File: config.mk
export PLATFORM = sky130hd
export DESIGN_NAME = aclc_top
export DESIGN_NICKNAME = d
export VERILOG_FILES = /design/src/hw/aclc_pkg.sv /design/src/hw/aclc_top.sv
export SDC_FILE = /design/constraint.sdc
export NUM_CORES = 1
export LEC_CHECK = 0
export ABC_AREA = 1
export BUFFER_PORTS_ARGS = -buffer_cell sky130_fd_sc_hd__buf_2
export CAP_MARGIN = 10
export CORE_ASPECT_RATIO = 0.9
export CORE_MARGIN = 8
export CORE_UTILIZATION = 40
export CTS_CLUSTER_DIAMETER = 100
export DETAILED_ROUTE_END_ITERATION = 12
export SLEW_MARGIN = 20
export SYNTH_ARGS = -nofsm -noshare
export SYNTH_HDL_FRONTEND = slang
export SYNTH_SLANG_ARGS = --single-unit
File: constraint.sdc
create_clock -name CLK_I -period 9.5 [get_ports CLK_I]
set_clock_uncertainty 0.05 [all_clocks]
set_input_delay 1.9 -clock CLK_I [delete_from_list [all_inputs] [get_ports CLK_I]]
set_output_delay 1.9 -clock CLK_I [all_outputs]
set_load 0.005 [all_outputs]
File: src/hw/aclc_pkg.sv
// Purpose: Shared constants and types of the axis counter, latch and compare block.
// Assumes: APB register map with one aligned 32-bit word per register index.
// Notes:   Printed offsets are register indices; byte address is four times the index.
package aclc_pkg;
  localparam logic [7:0] IDX_LATCH_CFG   = 8'h9F;
  localparam logic [7:0] IDX_POS_ONE     = 8'hA3;
  localparam logic [7:0] IDX_POS_TWO     = 8'hA4;
  localparam logic [7:0] IDX_CMP_ONE     = 8'hA7;
  localparam logic [7:0] IDX_CMP_TWO     = 8'hA8;
  localparam logic [7:0] IDX_SLIM_A      = 8'hA9;
  localparam logic [7:0] IDX_SLIM_B      = 8'hAA;
  localparam logic [7:0] IDX_IRQ_EN      = 8'hAC;
  localparam logic [7:0] IDX_CAP_ONE     = 8'hED;
  localparam logic [7:0] IDX_CAP_TWO     = 8'hEE;
  localparam logic [7:0] IDX_CAP_THREE   = 8'hEF;
  localparam logic [7:0] IDX_CAP_FOUR    = 8'hF0;
  localparam logic [7:0] IDX_ERR_CAUSE   = 8'hB2;
  localparam logic [7:0] IDX_EVT_CAUSE   = 8'hB3;
  localparam logic [7:0] IDX_CTRL        = 8'hC0;
  localparam logic [7:0] IDX_STATUS      = 8'hC1;

  localparam int CAP3_LSB = 0;
  localparam int CAP4_LSB = 8;
  localparam int SLIM_ACTION_LSB = 0;
  localparam int SLIM_CNT_SEL_BIT = 2;
  localparam int CTRL_ARM3_BIT = 0;
  localparam int CTRL_ARM4_BIT = 1;
  localparam int CTRL_LATCH_BIT = 2;
  localparam int CTRL_SLIM_LSB = 3;
  localparam int EVT_LAT_BIT = 8;
  localparam int EVT_SLP_BIT = 14;
  localparam int EVT_SLN_BIT = 15;
  localparam int EVT_L3_BIT = 18;
  localparam int EVT_L4_BIT = 19;
  localparam int ERR_SLP_BIT = 9;
  localparam int ERR_SLN_BIT = 10;
  localparam int IRQ_L3_BIT = 16;
  localparam int IRQ_L4_BIT = 17;
  localparam int IRQ_LAT_BIT = 8;

  localparam logic [31:0] IRQ_EN_MASK  = 32'h0003_FFFF;
  localparam logic [31:0] ERR_MASK     = 32'h0000_07FF;
  localparam logic [31:0] EVT_MASK     = 32'h000F_FFFF;
  localparam logic [31:0] CFG_MASK     = 32'h0000_FFFF;
  localparam logic [31:0] CTRL_MASK    = 32'h0000_0038;
  localparam logic [31:0] ZERO_WORD    = 32'h0000_0000;

  localparam int CLK_MHZ = 200;
  localparam int FILT0_NS = 100;
  localparam int FILT1_NS = 3200;
  localparam int FILT2_NS = 25000;
  localparam int FILT3_NS = 200000;
  localparam int FILT0_CYC = (FILT0_NS * CLK_MHZ + 999) / 1000;
  localparam int FILT1_CYC = (FILT1_NS * CLK_MHZ + 999) / 1000;
  localparam int FILT2_CYC = (FILT2_NS * CLK_MHZ + 999) / 1000;
  localparam int FILT3_CYC = (FILT3_NS * CLK_MHZ + 999) / 1000;

  typedef enum logic [2:0] {
    ACLC_SRC_OFF    = 3'h0,
    ACLC_SRC_LATCH  = 3'h1,
    ACLC_SRC_ORIGIN = 3'h2,
    ACLC_SRC_INDEX  = 3'h3,
    ACLC_SRC_GP4    = 3'h4,
    ACLC_SRC_GP5    = 3'h5,
    ACLC_SRC_GP6    = 3'h6,
    ACLC_SRC_GP7    = 3'h7
  } aclc_src_e;

  typedef struct packed {
    logic [1:0] filter_width;
    logic       repeat_mode;
    logic       counter_select;
    logic       edge_select;
    aclc_src_e  trigger_source;
  } aclc_chan_cfg_s;

  typedef enum logic [1:0] {
    ACLC_SL_IGNORE = 2'h0,
    ACLC_SL_EVENT  = 2'h1,
    ACLC_SL_STOP   = 2'h2,
    ACLC_SL_DECEL  = 2'h3
  } aclc_slim_e;
endpackage

File: src/hw/aclc_top.sv
// Purpose: Position counters, compare values and four capture registers behind APB.
// Assumes: Pins are asynchronous and pass a three-stage synchroniser.
// Notes:   Counter increments come from the pulse and encoder logic on the same clock.
//
// The APB slave port was decided locally.
`timescale 1ns/1ps

module aclc_top (
  input  wire logic        CLK_I,
  input  wire logic        RST_N_I,
  input  wire logic [31:0] PADDR_I,
  input  wire logic        PSEL_I,
  input  wire logic        PENABLE_I,
  input  wire logic        PWRITE_I,
  input  wire logic [31:0] PWDATA_I,
  output logic [31:0]      PRDATA_O,
  output logic             PREADY_O,
  output logic             PSLVERR_O,
  input  wire logic        CNT1_INC_I,
  input  wire logic        CNT1_DEC_I,
  input  wire logic        CNT2_INC_I,
  input  wire logic        CNT2_DEC_I,
  input  wire logic        LATCH_INPUT_PIN_I,
  input  wire logic        ORIGIN_INPUT_PIN_I,
  input  wire logic        ENCODER_INDEX_PIN_I,
  input  wire logic [3:0]  GENERAL_PIN_I,
  output logic             SLIM_STOP_O,
  output logic             SLIM_DECEL_O,
  output logic             IRQ_O
);
  localparam int NPIN = 7;

  logic [31:0] cfg_r, pos1_r, pos2_r, irq_en_r, err_r, evt_r, ctrl_r;
  logic [31:0] cmp_r [4];
  logic [31:0] cap_r [4];
  logic [NPIN-1:0] s1_r, s2_r, s3_r, pin_r;
  logic [1:0] armed_r;
  logic [1:0] cap_evt;
  logic [1:0] lvl_r;
  logic [17:0] fcnt_r [2];
  logic [1:0] flt_r;
  logic [1:0] flt_prev_r;
  logic lim_pos, lim_neg, latch_cmd;
  logic wr_acc, rd_acc;
  logic [7:0] idx;
  aclc_pkg::aclc_chan_cfg_s ch_cfg [2];

  assign idx    = PADDR_I[9:2];
  assign wr_acc = PSEL_I & PENABLE_I & PWRITE_I & PREADY_O;
  assign rd_acc = PSEL_I & PENABLE_I & ~PWRITE_I & PREADY_O;
  assign ch_cfg[0] = cfg_r[aclc_pkg::CAP3_LSB +: 8];
  assign ch_cfg[1] = cfg_r[aclc_pkg::CAP4_LSB +: 8];
  assign latch_cmd = wr_acc & (idx == aclc_pkg::IDX_CTRL) & PWDATA_I[aclc_pkg::CTRL_LATCH_BIT];

  function automatic logic mapped(input logic [7:0] a);
    unique case (a)
      aclc_pkg::IDX_LATCH_CFG, aclc_pkg::IDX_POS_ONE, aclc_pkg::IDX_POS_TWO,
      aclc_pkg::IDX_CMP_ONE, aclc_pkg::IDX_CMP_TWO, aclc_pkg::IDX_SLIM_A,
      aclc_pkg::IDX_SLIM_B, aclc_pkg::IDX_IRQ_EN, aclc_pkg::IDX_CAP_ONE,
      aclc_pkg::IDX_CAP_TWO, aclc_pkg::IDX_CAP_THREE, aclc_pkg::IDX_CAP_FOUR,
      aclc_pkg::IDX_ERR_CAUSE, aclc_pkg::IDX_EVT_CAUSE, aclc_pkg::IDX_CTRL,
      aclc_pkg::IDX_STATUS: mapped = 1'b1;
      default: mapped = 1'b0;
    endcase
  endfunction

  function automatic logic [17:0] filt_cycles(input logic [1:0] code);
    unique case (code)
      2'h0: filt_cycles = 18'(aclc_pkg::FILT0_CYC);
      2'h1: filt_cycles = 18'(aclc_pkg::FILT1_CYC);
      2'h2: filt_cycles = 18'(aclc_pkg::FILT2_CYC);
      2'h3: filt_cycles = 18'(aclc_pkg::FILT3_CYC);
    endcase
  endfunction

  // Pins pass three flops; a level counts once the last two agree.
  always_ff @(posedge CLK_I) begin
    if (!RST_N_I) begin
      s1_r  <= '0;
      s2_r  <= '0;
      s3_r  <= '0;
      pin_r <= '0;
    end else begin
      s1_r <= {GENERAL_PIN_I, ENCODER_INDEX_PIN_I, ORIGIN_INPUT_PIN_I, LATCH_INPUT_PIN_I};
      s2_r <= s1_r;
      s3_r <= s2_r;
      for (int k = 0; k < NPIN; k++) begin
        if (s2_r[k] == s3_r[k]) begin
          pin_r[k] <= s3_r[k];
        end
      end
    end
  end

  // APB answers in the access cycle: zero wait states.
  always_ff @(posedge CLK_I) begin
    if (!RST_N_I) begin
      PREADY_O  <= 1'b0;
      PSLVERR_O <= 1'b0;
      PRDATA_O  <= aclc_pkg::ZERO_WORD;
    end else begin
      PREADY_O  <= PSEL_I & ~PENABLE_I;
      PSLVERR_O <= PSEL_I & ~PENABLE_I & ~mapped(idx);
      if (PSEL_I & ~PENABLE_I & ~PWRITE_I) begin
        unique case (idx)
          aclc_pkg::IDX_LATCH_CFG: PRDATA_O <= cfg_r;
          aclc_pkg::IDX_POS_ONE:   PRDATA_O <= pos1_r;
          aclc_pkg::IDX_POS_TWO:   PRDATA_O <= pos2_r;
          aclc_pkg::IDX_CMP_ONE:   PRDATA_O <= cmp_r[0];
          aclc_pkg::IDX_CMP_TWO:   PRDATA_O <= cmp_r[1];
          aclc_pkg::IDX_SLIM_A:    PRDATA_O <= cmp_r[2];
          aclc_pkg::IDX_SLIM_B:    PRDATA_O <= cmp_r[3];
          aclc_pkg::IDX_IRQ_EN:    PRDATA_O <= irq_en_r;
          aclc_pkg::IDX_CAP_ONE:   PRDATA_O <= cap_r[0];
          aclc_pkg::IDX_CAP_TWO:   PRDATA_O <= cap_r[1];
          aclc_pkg::IDX_CAP_THREE: PRDATA_O <= cap_r[2];
          aclc_pkg::IDX_CAP_FOUR:  PRDATA_O <= cap_r[3];
          aclc_pkg::IDX_ERR_CAUSE: PRDATA_O <= err_r;
          aclc_pkg::IDX_EVT_CAUSE: PRDATA_O <= evt_r;
          aclc_pkg::IDX_CTRL:      PRDATA_O <= ctrl_r;
          aclc_pkg::IDX_STATUS:    PRDATA_O <= {28'h0000000, lvl_r, armed_r};
          default:                 PRDATA_O <= aclc_pkg::ZERO_WORD;
        endcase
      end
    end
  end

  // Configuration, compare and enable registers.
  always_ff @(posedge CLK_I) begin
    if (!RST_N_I) begin
      cfg_r    <= aclc_pkg::ZERO_WORD;
      irq_en_r <= aclc_pkg::ZERO_WORD;
      ctrl_r   <= aclc_pkg::ZERO_WORD;
      for (int k = 0; k < 4; k++) begin
        cmp_r[k] <= aclc_pkg::ZERO_WORD;
      end
    end else if (wr_acc) begin
      unique case (idx)
        aclc_pkg::IDX_LATCH_CFG: cfg_r <= PWDATA_I & aclc_pkg::CFG_MASK;
        aclc_pkg::IDX_CMP_ONE:   cmp_r[0] <= PWDATA_I;
        aclc_pkg::IDX_CMP_TWO:   cmp_r[1] <= PWDATA_I;
        aclc_pkg::IDX_SLIM_A:    cmp_r[2] <= PWDATA_I;
        aclc_pkg::IDX_SLIM_B:    cmp_r[3] <= PWDATA_I;
        aclc_pkg::IDX_IRQ_EN:    irq_en_r <= PWDATA_I & aclc_pkg::IRQ_EN_MASK;
        aclc_pkg::IDX_CTRL:      ctrl_r <= PWDATA_I & aclc_pkg::CTRL_MASK;
        default: ;
      endcase
    end
  end

  always_ff @(posedge CLK_I) begin
    if (!RST_N_I) begin
      pos1_r <= aclc_pkg::ZERO_WORD;
    end else if (wr_acc && idx == aclc_pkg::IDX_POS_ONE) begin
      pos1_r <= PWDATA_I;
    end else if (CNT1_INC_I ^ CNT1_DEC_I) begin
      pos1_r <= CNT1_INC_I ? pos1_r + 32'h0000_0001 : pos1_r - 32'h0000_0001;
    end
  end

  always_ff @(posedge CLK_I) begin
    if (!RST_N_I) begin
      pos2_r <= aclc_pkg::ZERO_WORD;
    end else if (wr_acc && idx == aclc_pkg::IDX_POS_TWO) begin
      pos2_r <= PWDATA_I;
    end else if (CNT2_INC_I ^ CNT2_DEC_I) begin
      pos2_r <= CNT2_INC_I ? pos2_r + 32'h0000_0001 : pos2_r - 32'h0000_0001;
    end
  end

  always_ff @(posedge CLK_I) begin
    if (!RST_N_I) begin
      cap_r[0] <= aclc_pkg::ZERO_WORD;
      cap_r[1] <= aclc_pkg::ZERO_WORD;
    end else if (latch_cmd) begin
      cap_r[0] <= pos1_r;
      cap_r[1] <= pos2_r;
    end
  end

  // Two configurable capture channels.
  for (genvar c = 0; c < 2; c++) begin : g_chan
    logic raw;
    logic arm_cmd;
    always_comb begin
      unique case (ch_cfg[c].trigger_source)
        aclc_pkg::ACLC_SRC_OFF:    raw = 1'b0;
        aclc_pkg::ACLC_SRC_LATCH:  raw = pin_r[0];
        aclc_pkg::ACLC_SRC_ORIGIN: raw = pin_r[1];
        aclc_pkg::ACLC_SRC_INDEX:  raw = pin_r[2];
        default:                   raw = pin_r[3 + 32'(ch_cfg[c].trigger_source) - 4];
      endcase
    end
    assign arm_cmd = wr_acc & (idx == aclc_pkg::IDX_CTRL) & PWDATA_I[c];

    always_ff @(posedge CLK_I) begin
      if (!RST_N_I) begin
        lvl_r[c]  <= 1'b0;
        fcnt_r[c] <= '0;
      end else if (raw == lvl_r[c]) begin
        fcnt_r[c] <= '0;
      end else if (fcnt_r[c] + 18'h00001 >= filt_cycles(ch_cfg[c].filter_width)) begin
        lvl_r[c]  <= raw;
        fcnt_r[c] <= '0;
      end else begin
        fcnt_r[c] <= fcnt_r[c] + 18'h00001;
      end
    end

    assign cap_evt[c] = armed_r[c] & ch_cfg[c].trigger_source != aclc_pkg::ACLC_SRC_OFF &
                        (lvl_r[c] != flt_prev_r[c]) & (lvl_r[c] == ch_cfg[c].edge_select);

    always_ff @(posedge CLK_I) begin
      if (!RST_N_I) begin
        flt_prev_r[c] <= 1'b0;
        armed_r[c]    <= 1'b0;
        cap_r[c+2]    <= aclc_pkg::ZERO_WORD;
      end else begin
        flt_prev_r[c] <= lvl_r[c];
        if (arm_cmd) begin
          armed_r[c] <= 1'b1;
        end else if (cap_evt[c] && !ch_cfg[c].repeat_mode) begin
          armed_r[c] <= 1'b0;
        end
        if (cap_evt[c]) begin
          cap_r[c+2] <= ch_cfg[c].counter_select ? pos2_r : pos1_r;
        end
      end
    end
  end

  always_comb begin
    logic [31:0] cnt;
    cnt = ctrl_r[aclc_pkg::CTRL_SLIM_LSB + aclc_pkg::SLIM_CNT_SEL_BIT] ? pos2_r : pos1_r;
    lim_pos = $signed(cnt) >= $signed(cmp_r[2]);
    lim_neg = $signed(cnt) <= $signed(cmp_r[3]);
  end

  logic [1:0] slact;
  logic lim_pos_d_r, lim_neg_d_r;
  assign slact = ctrl_r[aclc_pkg::CTRL_SLIM_LSB + aclc_pkg::SLIM_ACTION_LSB +: 2];

  always_ff @(posedge CLK_I) begin
    if (!RST_N_I) begin
      SLIM_STOP_O  <= 1'b0;
      SLIM_DECEL_O <= 1'b0;
      lim_pos_d_r  <= 1'b0;
      lim_neg_d_r  <= 1'b0;
    end else begin
      lim_pos_d_r  <= lim_pos;
      lim_neg_d_r  <= lim_neg;
      SLIM_STOP_O  <= (lim_pos | lim_neg) & (slact == aclc_pkg::ACLC_SL_STOP);
      SLIM_DECEL_O <= (lim_pos | lim_neg) & (slact == aclc_pkg::ACLC_SL_DECEL);
    end
  end

  // cause registers, set wins over write-one clear.
  logic [31:0] eset;
  logic [31:0] rset;

  always_comb begin
    eset = aclc_pkg::ZERO_WORD;
    rset = aclc_pkg::ZERO_WORD;
    eset[aclc_pkg::EVT_L3_BIT]  = cap_evt[0];
    eset[aclc_pkg::EVT_L4_BIT]  = cap_evt[1];
    eset[aclc_pkg::EVT_LAT_BIT] = latch_cmd;
    eset[aclc_pkg::EVT_SLP_BIT] = lim_pos & ~lim_pos_d_r & (slact == aclc_pkg::ACLC_SL_EVENT);
    eset[aclc_pkg::EVT_SLN_BIT] = lim_neg & ~lim_neg_d_r & (slact == aclc_pkg::ACLC_SL_EVENT);
    rset[aclc_pkg::ERR_SLP_BIT] = lim_pos & ~lim_pos_d_r & slact[1];
    rset[aclc_pkg::ERR_SLN_BIT] = lim_neg & ~lim_neg_d_r & slact[1];
  end

  always_ff @(posedge CLK_I) begin
    if (!RST_N_I) begin
      err_r <= aclc_pkg::ZERO_WORD;
      evt_r <= aclc_pkg::ZERO_WORD;
    end else begin
      if (wr_acc && idx == aclc_pkg::IDX_ERR_CAUSE) begin
        err_r <= ((err_r & ~PWDATA_I) | rset) & aclc_pkg::ERR_MASK;
      end else begin
        err_r <= (err_r | rset) & aclc_pkg::ERR_MASK;
      end
      if (wr_acc && idx == aclc_pkg::IDX_EVT_CAUSE) begin
        evt_r <= ((evt_r & ~PWDATA_I) | eset) & aclc_pkg::EVT_MASK;
      end else begin
        evt_r <= (evt_r | eset) & aclc_pkg::EVT_MASK;
      end
    end
  end

  // Enable bits 16/17 gate event bits 18/19; bits 0..15 map directly.
  always_ff @(posedge CLK_I) begin
    if (!RST_N_I) begin
      IRQ_O <= 1'b0;
    end else begin
      IRQ_O <= (|(evt_r[15:0] & irq_en_r[15:0])) |
               (evt_r[aclc_pkg::EVT_L3_BIT] & irq_en_r[aclc_pkg::IRQ_L3_BIT]) |
               (evt_r[aclc_pkg::EVT_L4_BIT] & irq_en_r[aclc_pkg::IRQ_L4_BIT]) |
               (|err_r);
    end
  end

  property p_cap3_value;
    @(posedge CLK_I) disable iff (!RST_N_I)
      cap_evt[0] |=> cap_r[2] == ($past(ch_cfg[0].counter_select) ? $past(pos2_r) : $past(pos1_r));
  endproperty
  a_cap3_value: assert property (p_cap3_value) else $error("capture three wrong value");

  function automatic logic arm_any(input int c);
    arm_any = wr_acc & (idx == aclc_pkg::IDX_CTRL) & PWDATA_I[c];
  endfunction

  property p_oneshot;
    @(posedge CLK_I) disable iff (!RST_N_I)
      cap_evt[0] && !ch_cfg[0].repeat_mode && !arm_any(0) |=> !armed_r[0];
  endproperty
  a_oneshot: assert property (p_oneshot) else $error("one-shot channel stayed armed");

  property p_off_no_cap;
    @(posedge CLK_I) disable iff (!RST_N_I)
      ch_cfg[0].trigger_source == aclc_pkg::ACLC_SRC_OFF |=> $stable(cap_r[2]);
  endproperty
  a_off_no_cap: assert property (p_off_no_cap) else $error("disabled channel captured");

  property p_irq_l3;
    @(posedge CLK_I) disable iff (!RST_N_I)
      cap_evt[0] && irq_en_r[aclc_pkg::IRQ_L3_BIT] && !wr_acc |-> ##2 IRQ_O;
  endproperty
  a_irq_l3: assert property (p_irq_l3) else $error("capture three did not interrupt");

  property p_edge;
    @(posedge CLK_I) disable iff (!RST_N_I)
      cap_evt[1] |-> lvl_r[1] == ch_cfg[1].edge_select && $past(lvl_r[1]) != lvl_r[1];
  endproperty
  a_edge: assert property (p_edge) else $error("capture on wrong edge");

  property p_filter;
    @(posedge CLK_I) disable iff (!RST_N_I)
      $changed(lvl_r[0]) |-> $past(fcnt_r[0]) + 18'h00001 >= filt_cycles($past(ch_cfg[0].filter_width));
  endproperty
  a_filter: assert property (p_filter) else $error("filter passed short pulse");

  property p_err_mask;
    @(posedge CLK_I) disable iff (!RST_N_I) err_r[31:11] == '0 && evt_r[31:20] == '0;
  endproperty
  a_err_mask: assert property (p_err_mask) else $error("cause register too wide");

  property p_stop;
    @(posedge CLK_I) disable iff (!RST_N_I)
      SLIM_STOP_O |-> $past(slact) == aclc_pkg::ACLC_SL_STOP;
  endproperty
  a_stop: assert property (p_stop) else $error("stop without stop action");
endmodule

==> metrics.txt, run 1 <==
Synth area leader=edfxtp_1; Setup CP Type=in2reg; count leader, synth=nand2_1; Die W=300 µm; critical path peak fanout=29; TNS Setup=0 ps; final number of setup-violating endpoints=0; FFs w/ async S/R, synth=0%; multi-input combinational cell area=approximately 14000 µm²; Critical Path Max Stage Delay=~740 ps; Post-Route WL=between 100000 and 150000 µm; Final Worst Setup Slack=just under 5000 ps; DRC=0; FMAX=around 220 MHz; family with the most delay on the worst path=simple AND/OR/NAND/NOR gates; worst hold path class=reg2reg; vias per cell=5.46; Site Rows=93; Max H-tree Level=2; gr ovfl total=0; Synth top area share=30.1%; top_reg_cell synth=edfxtp_1; final hold violations=0; CTS max path bufs=3; chip height=272 µm; Post-CTS Resized=0; post-synthesis sequential area ratio=44.3%; first-pass GRT wire length=154000 µm; die area=just over 80000 µm²; # Max-Cap Violations=0; Num CTS Buffers=57; largest net degree at the start of global routing=84; Max Slew Vio Count=0; clock latency at the later pin of the worst-skew pair=620 ps; dpl hpwl=around 75000 µm; CP max-delay cell=nor2_4; share of layout cells above drive strength 1=approximately 7.6%; clock root cell=clkbuf_16; worst path arrival time=between 4000 and 5000 ps; via count=26600; most used cell, CP=inv_2; top cells by area, synth=edfxtp_1 (30%), dfxtp_1 (14%), nand2_1 (11%), nor2_1 (7.4%), ha_1 (7.1%); core footprint=between 70000 and 80000 µm²; Distinct cells, synth=52; Post-synth EDFFs=292; status=completed; area delta synth->final=12.1%; Cell Area, Synth=29100 µm²; worst vdd ir=roughly 150 µV; P per Cell Area=178 nW/µm²; Worst-path clk slew=60 ps; number of DRC markers in iteration 0=2863; antenna viol nets, final=0; initial antenna violation count=2; Tmin final=roughly 4500 ps; Total GRT Usage=24.4%; worst endpoint required time=9890 ps; Worst Tran Pin Value=roughly 1100 ps; Antenna diodes=0; fin crit share=47.8%; yosys warns=0; Pre-Repair DR Iteration Count=6; CTS tree=built; nets=4132; max-slew headroom at the worst pin=27.7%; Leak=14.0 nW; crit path cell chain=buf_2 > inv_2 > nand4_1 > inv_2 > nand3_1 > nor2_4 > inv_2 > nand2_1 > inv_2 > nand3_1 > a31oi_1; I/O Buffers=92; number of global-route vias before repair=24600; worst slack, placed=4370 ps; IO Pins=117; hold_buf cts=0; #FFs+latches synth=497; WP buf/inv=5; Crit. End Element=flop; Initial Util=40.5%; Reg area=between 10000 and 15000 µm²; Mapped Avg Cell Area=7.68 µm²; Setup Buffers After CTS=0; post-synthesis cell count=3788; Num Clock Sinks=497; drt wl/cell=21.1 µm; final RePlAce weighted congestion=0.972; RSZ-0062 raised after global routing=false; startpoint types=primary input; Commonest cells post-synth=nand2_1 (820), nor2_1 (570), inv_1 (471); FILL cells=about 7200
==> metrics by stage <==
step,power [mW],std cells,cell area [µm²],utilization (%),hold slack [ps]
after detailed placement,3.57,4774,30700,42.7,346
after global placement,3.56,4774,30700,42.7,350
after CTS,5.80,4879,32600,45.4,363
final,5.82,4880,32600,45.4,360
after floorplan,3.20,3826,29200,-,340
after global routing,6.05,4880,32600,45.4,377
==> area by class of cell <==
cell class | count | share of cell area [%]
multi-input combinational | 2715 | 43.1
sequential | 497 | 39.5
inverter | 485 | 5.59
clock buffer | 82 | 5.23
tap | 950 | 3.65
timing repair buffer | 128 | 2.29
clock inverter | 23 | 0.618
==> cell usage in the layout (no fill, tap or decap), types with 60 or more instances in the layout <==
cell type	instances
ha_1	166
o21ai_0	223
nand2_1	818
inv_1	471
clkbuf_16	60
o22ai_1	69
nand3_1	145
buf_2	91
edfxtp_1	292
dfxtp_1	202
a21oi_1	318
nor2_1	569
==> routing by layer <==
metal	vias up	GRT usage, %	wire, µm
met2	1244	36.3	43200
met3	188	5.07	11300
met1	12400	35.2	45500
li1	12800	-	-
met5	-	0	13
met4	2	7.48	3070
==> path summary, 6_finish.rpt <==
| kind | start | end | slack, ps | cells after the start |
|---|---|---|---|---|
| max | PADDR_I[6] | pos1_r[24] | 4960 | 11 |
| min | s1_r[6] | s2_r[6] | 360 | 2 |
| max reg2reg | ctrl_r[5] | SLIM_STOP_O | 5640 | 12 |
| min reg2reg | s1_r[6] | s2_r[6] | 360 | 2 |
==> registers in the layout, summed over array words and instances, names as in the netlist, 2 cells and up <==
signal / count
cap_r: 128
cmp_r: 128
fcnt_r: 36
PRDATA_O: 32
pos1_r: 32
pos2_r: 32
evt_r: 20
irq_en_r: 18
cfg_r: 16
err_r: 11
pin_r: 7
s1_r: 7
s2_r: 7
s3_r: 7
ctrl_r: 3
armed_r: 2
flt_prev_r: 2
lvl_r: 2
==> report_power, final <==
part	switching, mW	leakage, nW	total (mW)	internal [mW]
Sequential	0.110	4.73	2.48	2.37
Combinational	0.749	8.29	1.08	0.333
Clock	0.951	0.953	2.26	1.31
==> cells by family after synthesis <==
| family | count (synthesis) | synth area share (%) |
|---|---|---|
| buffers and inverters | 614 | 8.15 |
| AND/OR/NAND/NOR | 1706 | 24.4 |
| AO/OA/AOI/OAI | 745 | 14.2 |
| other | 2 | 0.0258 |
| XOR/XNOR | 56 | 1.69 |
| flip-flops | 497 | 44.3 |
| adder cells (fa/ha/maj) | 168 | 7.28 |
==> worst reg2reg max path, delay by kind of cell (launching register included) <==
family | cells | cell delay (ps)
AO/OA/AOI/OAI | 1 | 340
buffers and inverters | 1 | 530
AND/OR/NAND/NOR | 9 | 1780
flip-flops | 1 | 560
adder cells (fa/ha/maj) | 1 | 470
Note: power is estimated with default switching activity, not from simulation.
==> run 2, diff against run 1 <==
==> constraint.sdc (replaced) <==
create_clock -name CLK_I -period 3.79 [get_ports CLK_I]
set_clock_uncertainty 0.05 [all_clocks]
set_input_delay 0.758 -clock CLK_I [delete_from_list [all_inputs] [get_ports CLK_I]]
set_output_delay 0.758 -clock CLK_I [all_outputs]
set_load 0.005 [all_outputs]
==> metrics.txt, run 2 (synthesis results as in run 1) <==
worst vdd ir=338 µV (was 150 µV); DRC=0 (unchanged); CTS max path bufs=3 (unchanged); CTS tree=built (unchanged); Tmin final=3280 ps; number of DRC markers in iteration 0=3133 (was 2863); IO Pins=117 (unchanged); largest net degree at the start of global routing=116 (was 84); area delta synth->final=13.6% (was 12.1%); Die W=300 µm (unchanged); max-slew headroom at the worst pin=33.1% (was 27.7%); via count=26700 (was 26600); core footprint=71800 µm² (unchanged); initial antenna violation count=2 (unchanged); Max Slew Vio Count=0 (unchanged); leading cell types in the layout, fill and taps excluded=nand2_1 (818), nor2_1 (569), inv_1 (471) (unchanged); Setup CP Type=reg2reg (was in2reg); RSZ-0062 raised after global routing=false (unchanged); Total GRT Usage=24.4% (about the same); Site Rows=93 (unchanged); nets=4172 (was 4132); hold_buf cts=0 (unchanged); final hold violations=0 (unchanged); chip height=272 µm (unchanged); biggest regs=cap_r x128, cmp_r x128, fcnt_r x36 (unchanged); worst endpoint required time=4220 ps (was 9890 ps); Leak=14.2 nW (was 14.0 nW); fin crit share=86.5%; I/O Buffers=92 (unchanged); worst path arrival time=3710 ps (was 4940 ps); hold_ws=272 ps (was 360 ps); P per Cell Area=445 nW/µm² (was 178 nW/µm²); gr ovfl total=0 (unchanged); Post-Route WL=103000 µm (about the same); Crit. End Element=flop (unchanged); Max H-tree Level=2 (unchanged); Cells after DPL=4816 (was 4774); clock root cell=clkbuf_16 (unchanged); final RePlAce weighted congestion=0.991 (was 0.972); Num Clock Sinks=497 (unchanged); Worst-path clk slew=70 ps (was 60 ps); Pre-Repair DR Iteration Count=6 (unchanged); Num CTS Buffers=55 (was 57); worst hold path class=in2reg (was reg2reg); dpl hpwl=77000 µm (was 74500 µm); Initial Util=40.5% (unchanged); drt wl/cell=20.9 µm (was 21.1 µm); antenna viol nets, final=0 (unchanged); # Max-Cap Violations=0 (unchanged); critical path peak fanout=14 (was 29); Post-CTS Resized=0 (unchanged); final number of setup-violating endpoints=0 (unchanged); FMAX=just over 300 MHz; vias per cell=5.42 (was 5.46); status=completed (unchanged); Worst Tran Pin Value=1000 ps (was 1080 ps); first-pass GRT wire length=154000 µm (about the same); die area=81600 µm² (unchanged); clock latency at the later pin of the worst-skew pair=620 ps (about the same); number of global-route vias before repair=24500 (was 24600); commonest non-fill, non-tap cell in the layout=nand2_1 (unchanged); post-route insts no fill=4922 (was 4880); startpoint types=flop (was primary input); share of layout cells above drive strength 1=8.54% (was 7.56%)
## run 2: cell count changes in the layout (fill, tap and decap cells not counted), moves of 3 or more
| cell | before | now |
|---|---|---|
| clkinvlp_4 | 0 | 4 |
| inv_4 | 5 | 1 |
| buf_4 | 36 | 71 |
| clkbuf_8 | 12 | 8 |
| clkinv_1 | 2 | 5 |
| clkbuf_1 | 10 | 5 |
| buf_12 | 1 | 8 |
| bufinv_16 | 2 | 6 |
| clkinv_2 | 8 | 14 |
## run 2: metrics by stage
stage	instance area [µm²]	total power [mW]	TNS, ps	setup slack (ps)	utilization, %
2_1_floorplan	29200	8.03	-23470	-367	-
3_3_place_gp	31100	8.96	0	352	43.3
3_5_place_dp	31100	8.98	0	334	43.3
4_1_cts	33000	14.7	0	320	46.0
5_1_grt	33000	15.3	0	196	46.0
6_report	33000	14.7	0	512	46.0
## run 2: per-layer routing
metal  global-route usage [%]  part of all wire [%]  vias to the layer above
met3                     5.01                    11                      179
li1                         -                     -                    12900
met4                     7.41                   3.0                        0
met2                     36.3                    42                     1239
met1                     35.3                    44                    12400
met5                        0                     0                        -
## run 2: power by group
group	switching [mW]	leakage, nW	total (mW)	internal, mW
registers	0.268	4.73	6.20	5.93
logic	1.90	8.53	2.76	0.865
clock network	2.35	0.950	5.74	3.39
## run 2: worst paths after layout
path,to,depth (start not counted),slack (ps),start
setup reg to reg,SLIM_STOP_O,11,510,ctrl_r[5]
hold / removal,s1_r[1],3,270,ORIGIN_INPUT_PIN_I
setup / recovery,SLIM_STOP_O,11,510,ctrl_r[5]
hold reg to reg,s2_r[0],2,360,s1_r[0]
## run 2: critical path, stage by stage (launching register included)
cell and delay [ps]:
dfxtp_2 560, o21ai_0 300, ha_1 490, nand2_1 110, nor2_1 150, nand4_1 170
nor3b_1 470, nand2_1 140, nand3_1 120, nand3_1 140, nor2_1 360, nor3_1 90
## run 2: repair_timing
action / in CTS / in global routing
endpoints found under the hold margin: 0 / 0
endpoints found under the setup margin: 0 / 3
setup buffers: 0 / 1
## run 2: layout make-up
| type | count | area [µm²] |
|---|---|---|
| Clock inverter | 31 | 322 |
| Multi-Input combinational cell | 2715 | 14100 |
| Inverter | 485 | 1820 |
| Sequential cell | 497 | 12900 |
| Fill cell | 7264 | 38800 |
| Antenna cell | 2 | 5.00 |
| Clock buffer | 72 | 1610 |
| Tap cell | 950 | 1190 |
| Timing Repair Buffer | 170 | 1150 |
